### src/design/gain_seg_pkg.sv
// Operation
// three read-only 8-bit offsets, reset zero
// offsets are signed; second serves 2x
// calibration completion loads all three offsets
// host should not write the offsets
// active segment offset added to converter output
// 3-bit selector at bits 5:3, reset zero
// selector 000 gives automatic amplitude ranging
// 001..100 force gain 1x, 2x, 4x, 8x
// non-normal selector switches automatic ranging off
// reserved bits read zero; 101..111 reserved
package gain_seg_pkg;

    // register indices; byte address is four times the index
    localparam logic [5:0] IDX_CAL_A  = 6'h0E;
    localparam logic [5:0] IDX_CAL_B  = 6'h0F;
    localparam logic [5:0] IDX_CAL_C  = 6'h10;
    localparam logic [5:0] IDX_FORCED = 6'h14;

    localparam int         NUM_CAL    = 3;
    localparam logic [7:0] CAL_RESET  = 8'h00;
    localparam logic [7:0] CTRL_RESET = 8'h00;

    // forced_amp_sel field of forced_amp_ctrl
    localparam int         SEL_LSB    = 3;
    localparam int         SEL_MSB    = 5;
    localparam logic [2:0] SEL_AUTO   = 3'h0;
    localparam logic [2:0] SEL_1X     = 3'h1;
    localparam logic [2:0] SEL_2X     = 3'h2;
    localparam logic [2:0] SEL_4X     = 3'h3;
    localparam logic [2:0] SEL_8X     = 3'h4;

    // converter word and ranging thresholds on the unamplified level
    localparam int          ADC_W     = 13;
    localparam logic [12:0] ADC_MAX   = 13'h1FFF;
    localparam logic [12:0] THR_8X    = 13'h0400;
    localparam logic [12:0] THR_4X    = 13'h0800;
    localparam logic [12:0] THR_2X    = 13'h1000;

    typedef enum logic [1:0] {SEG_1X, SEG_2X, SEG_4X, SEG_8X} gain_seg_type;

endpackage

### src/design/gain_seg_regs.sv
// Chosen here: the Wishbone interface to the registers.
`timescale 1ns/1ps
module gain_seg_regs (
    // clock and reset
    input  wire logic                      clk,
    input  wire logic                      rstn,
    // wishbone classic slave
    input  wire logic                      wb_cyc_i,
    input  wire logic                      wb_stb_i,
    input  wire logic                      wb_we_i,
    input  wire logic [7:0]                wb_adr_i,
    input  wire logic [3:0]                wb_sel_i,
    input  wire logic [31:0]               wb_dat_i,
    output logic [31:0]                    wb_dat_o,
    output logic                           wb_ack_o,
    // calibration engine
    input  wire logic                      cal_done,
    input  wire logic [7:0]                seg_cal_word_a,
    input  wire logic [7:0]                seg_cal_word_b,
    input  wire logic [7:0]                seg_cal_word_c,
    // amplitude estimate for ranging
    input  wire logic                      amp_valid,
    input  wire logic [12:0]               amp_level,
    // front-end gain control
    output gain_seg_pkg::gain_seg_type     range_gain,
    output logic                           auto_range,
    // converter samples and corrected result
    input  wire logic                      adc_valid,
    input  wire logic [12:0]               adc_data,
    input  gain_seg_pkg::gain_seg_type     adc_seg,
    output logic                           corr_valid,
    output logic [12:0]                    corr_data
);
    import gain_seg_pkg::*;

    logic [7:0]   cal_r [NUM_CAL];
    logic [7:0]   cal_in [NUM_CAL];
    logic [2:0]   forced_amp_sel_r;
    logic         ack_r;
    logic [31:0]  dat_r;
    gain_seg_type range_gain_r;
    gain_seg_type range_gain_nxt;
    logic         auto_range_r;

    logic         req;
    logic         wr_fire;
    logic         aligned;
    logic [5:0]   idx;
    logic         hit_a;
    logic         hit_b;
    logic         hit_c;
    logic         hit_ctrl;
    logic [7:0]   ctrl_rd;
    logic [7:0]   rd_byte;
    logic         sel_auto;
    gain_seg_type forced_gain;
    gain_seg_type auto_pick;

    // bus decode
    assign req      = wb_cyc_i & wb_stb_i;
    assign aligned  = (wb_adr_i[1:0] == 2'b00);
    assign idx      = wb_adr_i[7:2];
    assign hit_a    = aligned & (idx == IDX_CAL_A);
    assign hit_b    = aligned & (idx == IDX_CAL_B);
    assign hit_c    = aligned & (idx == IDX_CAL_C);
    assign hit_ctrl = aligned & (idx == IDX_FORCED);
    // writes land on the edge where the master sees ack
    assign wr_fire  = req & wb_we_i & ack_r;

    assign ctrl_rd  = {2'b00, forced_amp_sel_r, 3'b000};
    assign rd_byte  = hit_a    ? cal_r[0] :
                      hit_b    ? cal_r[1] :
                      hit_c    ? cal_r[2] :
                      hit_ctrl ? ctrl_rd  : 8'h00;

    assign cal_in[0] = seg_cal_word_a;
    assign cal_in[1] = seg_cal_word_b;
    assign cal_in[2] = seg_cal_word_c;

    // one cycle of wait state; ack drops the cycle after it rose
    always_ff @(posedge clk or negedge rstn) begin
        if (!rstn) begin
            ack_r <= 1'b0;
            dat_r <= 32'h0000_0000;
        end else begin
            ack_r <= req & ~ack_r;
            if (req & ~ack_r & ~wb_we_i) begin
                dat_r <= {24'h000000, rd_byte};
            end
        end
    end

    // offsets only change when calibration finishes; bus writes are
    // dropped so a stray write cannot lose the calibrated values
    for (genvar g = 0; g < NUM_CAL; g++) begin : g_cal
        always_ff @(posedge clk or negedge rstn) begin
            if (!rstn) begin
                cal_r[g] <= CAL_RESET;
            end else if (cal_done) begin
                cal_r[g] <= cal_in[g];
            end
        end
    end

    always_ff @(posedge clk or negedge rstn) begin
        if (!rstn) begin
            forced_amp_sel_r <= CTRL_RESET[SEL_MSB:SEL_LSB];
        end else if (wr_fire & hit_ctrl & wb_sel_i[0]) begin
            forced_amp_sel_r <= wb_dat_i[SEL_MSB:SEL_LSB];
        end
    end

    // gain selection
    assign sel_auto  = (forced_amp_sel_r == SEL_AUTO);
    // reserved selector codes still stop ranging and sit at 1x
    assign forced_gain = (forced_amp_sel_r == SEL_2X) ? SEG_2X :
                         (forced_amp_sel_r == SEL_4X) ? SEG_4X :
                         (forced_amp_sel_r == SEL_8X) ? SEG_8X : SEG_1X;
    // highest gain that keeps the amplified level inside full scale
    assign auto_pick = (amp_level < THR_8X) ? SEG_8X :
                       (amp_level < THR_4X) ? SEG_4X :
                       (amp_level < THR_2X) ? SEG_2X : SEG_1X;
    assign range_gain_nxt = !sel_auto ? forced_gain :
                            amp_valid ? auto_pick : range_gain_r;

    always_ff @(posedge clk or negedge rstn) begin
        if (!rstn) begin
            range_gain_r <= SEG_1X;
            auto_range_r <= 1'b1;
        end else begin
            range_gain_r <= range_gain_nxt;
            auto_range_r <= sel_auto;
        end
    end

    seg_offset_add u_add (
        .clk         (clk),
        .rstn        (rstn),
        .in_valid    (adc_valid),
        .in_data     (adc_data),
        .in_seg      (adc_seg),
        .ofs_a       (cal_r[0]),
        .ofs_b       (cal_r[1]),
        .ofs_c       (cal_r[2]),
        .out_valid_r (corr_valid),
        .out_data_r  (corr_data)
    );

    assign wb_ack_o   = ack_r;
    assign wb_dat_o   = dat_r;
    assign range_gain = range_gain_r;
    assign auto_range = auto_range_r;
endmodule

### src/design/seg_offset_add.sv
`timescale 1ns/1ps
module seg_offset_add (
    // clock and reset
    input  wire logic                      clk,
    input  wire logic                      rstn,
    // converter samples
    input  wire logic                      in_valid,
    input  wire logic [12:0]               in_data,
    input  gain_seg_pkg::gain_seg_type     in_seg,
    // calibration offsets
    input  wire logic [7:0]                ofs_a,
    input  wire logic [7:0]                ofs_b,
    input  wire logic [7:0]                ofs_c,
    // corrected samples
    output logic                           out_valid_r,
    output logic [12:0]                    out_data_r
);
    import gain_seg_pkg::*;

    logic [7:0]  ofs_sel;
    logic [14:0] sum;
    logic [12:0] sat;

    // 8x is the reference segment and carries no offset
    assign ofs_sel = (in_seg == SEG_4X) ? ofs_a :
                     (in_seg == SEG_2X) ? ofs_b :
                     (in_seg == SEG_1X) ? ofs_c : 8'h00;
    assign sum = {2'b00, in_data} + {{7{ofs_sel[7]}}, ofs_sel};
    // clip rather than wrap, a wrapped code would look like a flash artifact
    assign sat = sum[14] ? 13'h0000 : (sum[13] ? ADC_MAX : sum[12:0]);

    always_ff @(posedge clk or negedge rstn) begin
        if (!rstn) begin
            out_valid_r <= 1'b0;
            out_data_r  <= 13'h0000;
        end else begin
            out_valid_r <= in_valid;
            if (in_valid) begin
                out_data_r <= sat;
            end
        end
    end
endmodule

### config.mk
export PLATFORM = sky130hd
export DESIGN_NAME = gain_seg_regs
export DESIGN_NICKNAME = d
export VERILOG_FILES = /design/src/design/gain_seg_pkg.sv /design/src/design/gain_seg_regs.sv /design/src/design/seg_offset_add.sv
export SDC_FILE = /design/constraint.sdc
export NUM_CORES = 1
export LEC_CHECK = 0
export BUFFER_PORTS_ARGS = -buffer_cell sky130_fd_sc_hd__buf_2
export CORE_MARGIN = 3
export CORE_UTILIZATION = 35
export CTS_CLUSTER_SIZE = 20
export DETAILED_ROUTE_END_ITERATION = 10
export PLACE_DENSITY = 0.69
export REMOVE_ABC_BUFFERS = 1
export SYNTH_ARGS = -nofsm -noshare
export SYNTH_HDL_FRONTEND = slang
export SYNTH_SLANG_ARGS = --single-unit
### constraint.sdc
create_clock -name clk -period 2.8 [get_ports clk]
set_input_delay 0.14 -clock clk [delete_from_list [all_inputs] [get_ports clk]]
set_output_delay 0.14 -clock clk [all_outputs]
set_load 0.03 [all_outputs]
==> results of run 1 <==
## area by class of cell
cell class	instances	share of cell area (%)
tap	129	3.85
clock buffer	5	1.64
inverter	9	0.806
clock inverter	3	0.597
multi-input combinational	261	45.8
timing repair buffer	114	15.6
sequential	53	31.7
## flip-flops by register name, indices dropped and copies added, names as in the netlist
signal             cells
forced_amp_sel_r       3
range_gain             2
wb_dat_o               8
auto_range             1
u_add.out_data_r      13
cal_r                 24
u_add.out_valid_r      1
wb_ack_o               1
## repair_timing
item / CTS / global route
endpoints found under the hold margin: 39 / 0
buffers inserted: 1 / 0
pin swaps: 0 / 1
hold buffers: 2 / 0
endpoints found under the setup margin: 13 / 13
gates resized for setup: 1 / 4
## synthesized netlist by cell type (2+ instances only)
library cell	n
dfrtp_1	52
nand2_1	28
buf_4	27
mux2_2	27
nor2_1	27
a21oi_1	20
o21ai_0	16
ha_1	14
mux2i_1	12
a22oi_2	9
inv_1	8
a21boi_0	7
a21o_1	5
a221oi_1	5
a222oi_1	5
clkbuf_1	5
nor3_1	5
nand4_1	4
a21oi_2	3
a22oi_1	3
o21a_1	3
a211oi_1	2
a31oi_1	2
a32oi_1	2
and3_1	2
buf_6	2
nor2b_1	2
nor4_1	2
o21bai_1	2
or3_1	2
xnor2_1	2
## stage by stage
step | utilization (%) | setup slack (ns) | std cells | cell area, um^2 | power [mW]
5_1_grt | 44.7 | -0.0638 | 574 | 4190 | 2.53
2_1_floorplan | - | -0.115 | 323 | 3260 | 1.60
4_1_cts | 44.5 | 0.00244 | 574 | 4170 | 2.40
6_report | 44.7 | 0.0658 | 574 | 4190 | 2.37
3_5_place_dp | 43.2 | -0.0539 | 563 | 4050 | 1.94
3_3_place_gp | 43.2 | 0.0120 | 563 | 4050 | 1.91
## power groups by stage
stage	registers (mW)	logic (mW)	clock network, mW
2_1_floorplan	1.13	0.476	0
5_1_grt	0.982	1.05	0.495
3_5_place_dp	0.977	0.961	0
4_1_cts	0.962	0.968	0.468
6_report	0.962	0.965	0.447
3_3_place_gp	0.971	0.943	0
## layer usage
metal | up-vias | part of all wire [%]
met2 | 65 | 51
met4 | 0 | 1.3
met1 | 1345 | 44
met3 | 7 | 3.9
li1 | 1414 | -
met5 | - | 0
## final timing paths
kind | to | depth (start not counted)
worst max-delay path | u_add.out_data_r[11] | 12
worst min-delay path | cal_r[16] | 2
worst max register to register | u_add.out_data_r[11] | 12
worst min register to register | wb_ack_o | 1
max in group asynchronous | u_add.out_data_r[10] | 3
min in group asynchronous | cal_r[21] | 2
## cells by family after synthesis
family | synth area share, %
AO/OA/AOI/OAI | 21.5
XOR/XNOR | 0.766
adder cells (fa/ha/maj) | 5.69
buffers and inverters | 8.53
flip-flops | 38.7
multiplexers | 12.8
other | 0.109
AND/OR/NAND/NOR | 12.0
==> flow_summary.toml, run 1 <==
[clocking]
clock-root-buffer = "clkbuf_8"
cts.htree.levels = 2
clk_latency_ns = 0.31
numCtsBuffers = 5
clock_path_buffers = 2
cts_tree = "done"
clock-sinks = 53
path_clk_slew_ns = 0.11

[global_routing]
grtUsageMet2_pct = 25.9
grt_util_all_layers_pct = 14.9
grt_max_degree = 42
use_met3_pct = 1.73
grtUsageMet1_pct = 19.6
antenna_found_initial = 0
busiest_layer = "met2"
gr-total-overflow = 0
grt_pass1_vias = 2757
grt_pass1_wl_mm = 13.6

[sta]
setup_tns_ns = 0
grt_setup_unrepaired = "true"
tightest_slew_ns = 0.892
clock-skew-final_ns = 0.0104
max_freq_mhz = 366
fin_crit_sh_pct = 97.7
maxSlewHeadroom_pct = 40.5
final.min_clock_period_ns = 2.73
finalMaxSlewViolations = 0
setup_viol = 0
hold_violations = 0
whs_ns = 0.0520

[yosys]
synth_top_area_cell = "dfrtp_1"
synth-edff-count = 0
synth-seq-cells = 53
synthesis.area_mm2 = 0.00343
async_flop_share_pct = 100
ys.flop_type = "dfrtp_1"
ys_seq_area_share_pct = 38.7
syn_avg_cell_area_um2 = 10.2
yosysTopAreaCellShare_pct = 37.9
ys_top_cells_by_area = "dfrtp_1, mux2_2, buf_4"
yosysWarnings = 0
synth_cell_types = 62
synthCells = 336

[die]
die_h_um = 105
placementRows = 35
start_util_pct = 36.6
fp.dieW_um = 105
fp.coreArea_mm2 = 0.00937
dieArea_mm2 = 0.0110
io_pins = 154

[critical_path]
critPathMaxFanout = 13
cpLargestDelayFamily = "compound AO/OA/AOI/OAI gates"
rrSetupSlack_ns = 0.07
worstReg2RegStart = "cal_r[8]"
cp-start-kind = "register"
cp_cell_sequence = "mux2i_1 > o21ai_1 > ha_2 > inv_1 > fa_2 > nor2b_4 > o31ai_2 > a2111oi_4 > o22ai_2 > mux2i_2 > buf_12 > a22oi_1"
worstPathArrival_ns = 2.92
path_buf_inv = 2
cpPeakStageDelay_ns = 0.42
end_kind = "register"
crit_slowest_cell = "a2111oi_4"
path_class = "register to register"
required_ns = 2.99
worstSetupStartpoint = "cal_r[8]"

[route]
drt_wl_total_mm = 8.42
drt_iter0_drc = 107
drc = 0
dr.pass1.iters = 5
viasPerCell = 4.93
postRouteAntennaNets = 0
wire_per_inst_um = 14.7
num_vias = 2831

[power_and_ir_drop]
seqPwrFrac_pct = 40.5
p_comb_share_pct = 40.6
switching_share_pct = 39.2
power_density_mw_per_mm2 = 567
clkPwrFrac_pct = 18.8
p_leak_nw = 1.97
irDropWorstVdd_uv = 217
switching_power_mw = 0.930
internal-power_mw = 1.44

[layout]
layout_common_cells = "buf_2, dfrtp_1, nand2_1"
drive_gt1_share_pct = 39.3
fill_cells = 931
register_area_mm2 = 0.00133
n_antenna_cell = 0
final_common_cell = "buf_2"
syn_to_final_growth_pct = 22.1
fin_nets = 563
multiInputGateArea_mm2 = 0.00192

[placed_design]
gp_congestion = 0.841
port_buffers = 87
dp_hpwl_mm = 6.64

[hold_path]
hold_path.class = "input port to register"
min_from = "seg_cal_word_a[0]"

[run_status]
status = "finished clean"

[run]
drv_cap = 0
Note: power is estimated with default switching activity, not from simulation.
==> run 2, diff against run 1 <==
- SETUP_SLACK_MARGIN: unset -> 0.2
==> run 2 against run 1 <==
Compared with the run above: total power unchanged; final cell count unchanged; sequential cell count unchanged; wire length unchanged; hold slack unchanged; critical path type unchanged; largest cell class unchanged; highest routed layer unchanged.
==> flow_summary.toml, run 2 (synthesis gave the netlist of run 1 again) <==
[run_status]
status = "finished clean"

[placed_design]
gp_congestion = 0.841
dp.cells = 563
dp_hpwl_mm = 6.64
pre_cts_slack_ns = -0.0539
placed_cell_area_mm2 = 0.00405
port_buffers = 87

[layout]
fin_cells = 574
layout_common_cells = "buf_2, dfrtp_1, nand2_1"
n_antenna_cell = 0
drive_gt1_share_pct = 39.3
largest_register_ff_count = 24
fin_nets = 563
final_common_cell = "buf_2"
largest_register = "cal_r"
finalInstanceArea_mm2 = 0.00419
syn_to_final_growth_pct = 22.1

[sta]
final.min_clock_period_ns = 2.73
grt_setup_unrepaired = "true"
maxSlewHeadroom_pct = 40.5
setup_tns_ns = 0
whs_ns = 0.0520
fin_crit_sh_pct = 97.7
setup_slack_ns = 0.0658
hold_violations = 0
tightest_slew_ns = 0.892
max_freq_mhz = 366
clock-skew-final_ns = 0.0104
finalMaxSlewViolations = 0
setup_viol = 0

[critical_path]
cp-start-kind = "register"
cpPeakStageDelay_ns = 0.42
cp_cell_sequence = "mux2i_1 > o21ai_1 > ha_2 > inv_1 > fa_2 > nor2b_4 > o31ai_2 > a2111oi_4 > o22ai_2 > mux2i_2 > buf_12 > a22oi_1"
path_buf_inv = 2
end_kind = "register"
worstPathArrival_ns = 2.92
cpLargestDelayFamily = "compound AO/OA/AOI/OAI gates"
required_ns = 2.99
path_class = "register to register"
critPathMaxFanout = 13
crit_slowest_cell = "a2111oi_4"

[run]
drv_cap = 0

[clocking]
cts.htree.levels = 2
path_clk_slew_ns = 0.11
clock-root-buffer = "clkbuf_8"
cts_tree = "done"
numCtsBuffers = 5
clock_path_buffers = 2
clk_latency_ns = 0.31
clock-sinks = 53

[power_and_ir_drop]
seqPwrFrac_pct = 40.5
power_density_mw_per_mm2 = 567
internal-power_mw = 1.44
switching_power_mw = 0.930
clkPwrFrac_pct = 18.8
p_comb_share_pct = 40.6
switching_share_pct = 39.2
p_leak_nw = 1.97
irDropWorstVdd_uv = 217

[route]
wire_per_inst_um = 14.7
viasPerCell = 4.93
drt_wl_total_mm = 8.42
num_vias = 2831
drc = 0
dr.pass1.iters = 5
drt_iter0_drc = 107
postRouteAntennaNets = 0

[die]
start_util_pct = 36.6
placementRows = 35
dieArea_mm2 = 0.0110
fp.coreArea_mm2 = 0.00937
fp.dieW_um = 105
die_h_um = 105
io_pins = 154

[global_routing]
antenna_found_initial = 0
grt_max_degree = 42
grt_util_all_layers_pct = 14.9
gr-total-overflow = 0
grt_pass1_wl_mm = 13.6
grt_pass1_vias = 2759

[hold_path]
hold_path.class = "input port to register"
==> run 2: power by group through the flow <==
stage	Clock, mW	Sequential, mW	Combinational, mW
2_1_floorplan	0	1.13	0.476
3_3_place_gp	0	0.971	0.943
3_5_place_dp	0	0.977	0.961
4_1_cts	0.468	0.963	0.971
5_1_grt	0.495	0.982	1.05
6_report	0.447	0.962	0.965
==> run 2: repair_timing <==
| action | 4_1_cts | 5_1_grt |
|---|---|---|
| hold endpoints to repair | 39 | 0 |
| pin swaps | 0 | 1 |
| setup buffers | 1 | 0 |
| resized for setup | 3 | 2 |
| hold buffers | 2 | 0 |
| setup endpoints to repair | 13 | 13 |
==> run 2: worst paths after layout <==
| kind | startpoint | end | slack (ns) | cells past startpoint |
|---|---|---|---|---|
| worst max-delay path | cal_r[8] | u_add.out_data_r[11] | 0.07 | 12 |
| worst min-delay path | seg_cal_word_a[0] | cal_r[16] | 0.05 | 2 |
| worst max register to register | cal_r[8] | u_add.out_data_r[11] | 0.07 | 12 |
| worst min register to register | wb_ack_o | wb_ack_o | 0.49 | 1 |
| max in group asynchronous | rstn | u_add.out_data_r[10] | 1.65 | 3 |
| min in group asynchronous | rstn | cal_r[21] | 0.50 | 2 |
==> run 2: cell type report <==
cell class / count / area, um^2
fill: 931 / 5180
inverter: 9 / 33.8
timing repair buffer: 114 / 656
sequential: 53 / 1330
tap: 129 / 161
clock inverter: 3 / 25.0
clock buffer: 5 / 68.8
multi-input combinational: 261 / 1920
==> run 2: layer usage <==
| metal | share of wire, % | global-route usage, % | vias up |
|---|---|---|---|
| met2 | 51 | 25.9 | 65 |
| met4 | 1.3 | 4.22 | 0 |
| li1 | - | - | 1414 |
| met1 | 44 | 19.5 | 1345 |
| met5 | 0 | 0 | - |
| met3 | 3.9 | 1.73 | 7 |
==> run 2: stage by stage <==
step	total power [mW]	util [%]
final	2.37	44.7
after global routing	2.53	44.7
after CTS	2.40	44.6
after detailed placement	1.94	43.2
after global placement	1.91	43.2
after floorplan	1.60	-
==> run 3, diff against run 2 <==
- GPL_TIMING_DRIVEN: unset -> 0
==> run 3 against run 2 <==
Compared with the run above: clock skew decreased by 0.0012 ns; non-clock buffer count decreased by 9; critical path depth down 1; first-iteration DRC count rose by 84%; via count up 0.78%; critical path type unchanged; highest routed layer unchanged.
==> flow_summary.toml, run 3 (synthesis gave the netlist of run 1 again) <==
[critical_path]
cp_cell_sequence = "mux2i_2 > o2bb2ai_4 > buf_12 > ha_4 > a21oi_4 > o21ai_2 > or3b_1 > o22ai_2 > mux2i_4 > buf_6 > a32oi_1"
critPathMaxFanout = 6
cp-start-kind = "register"
worstPathArrival_ns = 2.89
crit_slowest_cell = "dfrtp_1"
required_ns = 2.97
cpLargestDelayFamily = "compound AO/OA/AOI/OAI gates"
path_class = "register to register"
cpPeakStageDelay_ns = 0.41
path_buf_inv = 2
end_kind = "register"

[layout]
register_area_mm2 = 0.00133
n_antenna_cell = 0
largest_register = "cal_r"
syn_to_final_growth_pct = 24.3
final_common_cell = "buf_2"
drive_gt1_share_pct = 41.3
fin_nets = 554
fin_util_pct = 45.5
multiInputGateArea_mm2 = 0.00204
fill_cells = 870
largest_register_ff_count = 24
layout_common_cells = "buf_2, dfrtp_1, nand2_1"

[sta]
hold_violations = 0
clock-skew-final_ns = 0.00917
final.min_clock_period_ns = 2.72
fin_crit_sh_pct = 97.1
finalMaxSlewViolations = 0
grt_setup_unrepaired = "true"
maxSlewHeadroom_pct = 20.9
setup_viol = 0
tightest_slew_ns = 1.19
max_freq_mhz = 368

[route]
num_vias = 2853
drc = 0
drt_iter0_drc = 197
viasPerCell = 5.05
drt_wl_total_mm = 8.51
postRouteAntennaNets = 0
wire_per_inst_um = 15.1
dr.pass1.iters = 6

[power_and_ir_drop]
p_leak_nw = 1.95
irDropWorstVdd_uv = 200
finalPower_mw = 2.44
power_density_mw_per_mm2 = 572

[hold_path]
hold_path.class = "input port to register"

[clocking]
clock-root-buffer = "clkbuf_8"
clock-sinks = 53
clk_latency_ns = 0.30
numCtsBuffers = 5
cts_tree = "done"
cts.htree.levels = 2
path_clk_slew_ns = 0.10
clock_path_buffers = 2

[placed_design]
port_buffers = 87
gp_congestion = 0.812
dp_hpwl_mm = 6.29

[run_status]
status = "finished clean"

[die]
start_util_pct = 36.6
io_pins = 154
die_h_um = 105
dieArea_mm2 = 0.0110
fp.dieW_um = 105
fp.coreArea_mm2 = 0.00937
placementRows = 35

[global_routing]
grt_max_degree = 54
grt_pass1_vias = 2689
gr-total-overflow = 0
grt_pass1_wl_mm = 13.4
grt_util_all_layers_pct = 14.7
antenna_found_initial = 0

[run]
drv_cap = 0
-- run 3: worst paths after layout --
path,endpoint,startpoint,cells after the start,slack [ns]
worst min register to register,wb_ack_o,wb_ack_o,1,0.50
max in group asynchronous,cal_r[5],rstn,1,2.00
worst max-delay path,u_add.out_data_r[12],cal_r[15],11,0.08
worst max register to register,u_add.out_data_r[12],cal_r[15],11,0.08
min in group asynchronous,wb_ack_o,rstn,1,0.08
worst min-delay path,cal_r[16],seg_cal_word_a[0],2,0.06
-- run 3: final cells by class --
cell class	instances	area share, %
multi-input cells	261	47.9
inverters	9	0.792
clock buffers	5	1.61
flip-flops and latches	53	31.1
repair buffers	105	14.3
well taps	129	3.79
clock inverters	3	0.499
-- run 3: metal layers --
metal	track usage [%]	vias up	share of wire (%)
met5	0	-	0
met4	2.53	0	0.79
met3	2.59	7	5.0
met2	26.2	86	52
met1	18.7	1363	43
li1	-	1397	-
-- run 3: metrics by stage --
step	cell area (um^2)	setup TNS [ns]	std cells	setup slack (ns)	hold WS (ns)
after global routing	4260	-0.179	565	-0.0288	0.0553
after global placement	3850	-12.30	539	-1.00	0.275
final	4260	0	565	0.0798	0.0609
after CTS	4160	0	558	0.0814	0.0555
after floorplan	3260	-1.05	323	-0.115	-0.156
after detailed placement	3870	-13.26	540	-1.08	0.277
-- run 3: what timing repair did --
action	in CTS	in global routing
hold buffers	1	0
gates resized for setup	21	7
setup buffers	9	7
endpoints found under the hold margin	1	0
setup endpoints to repair	13	13
pin swaps	9	8
-- run 3: power breakdown --
part / switching, mW / internal [mW] / leakage, nW
Combinational: 0.620 / 0.417 / 1.26
Sequential: 0.0772 / 0.882 / 0.641
Clock: 0.263 / 0.178 / 0.0445
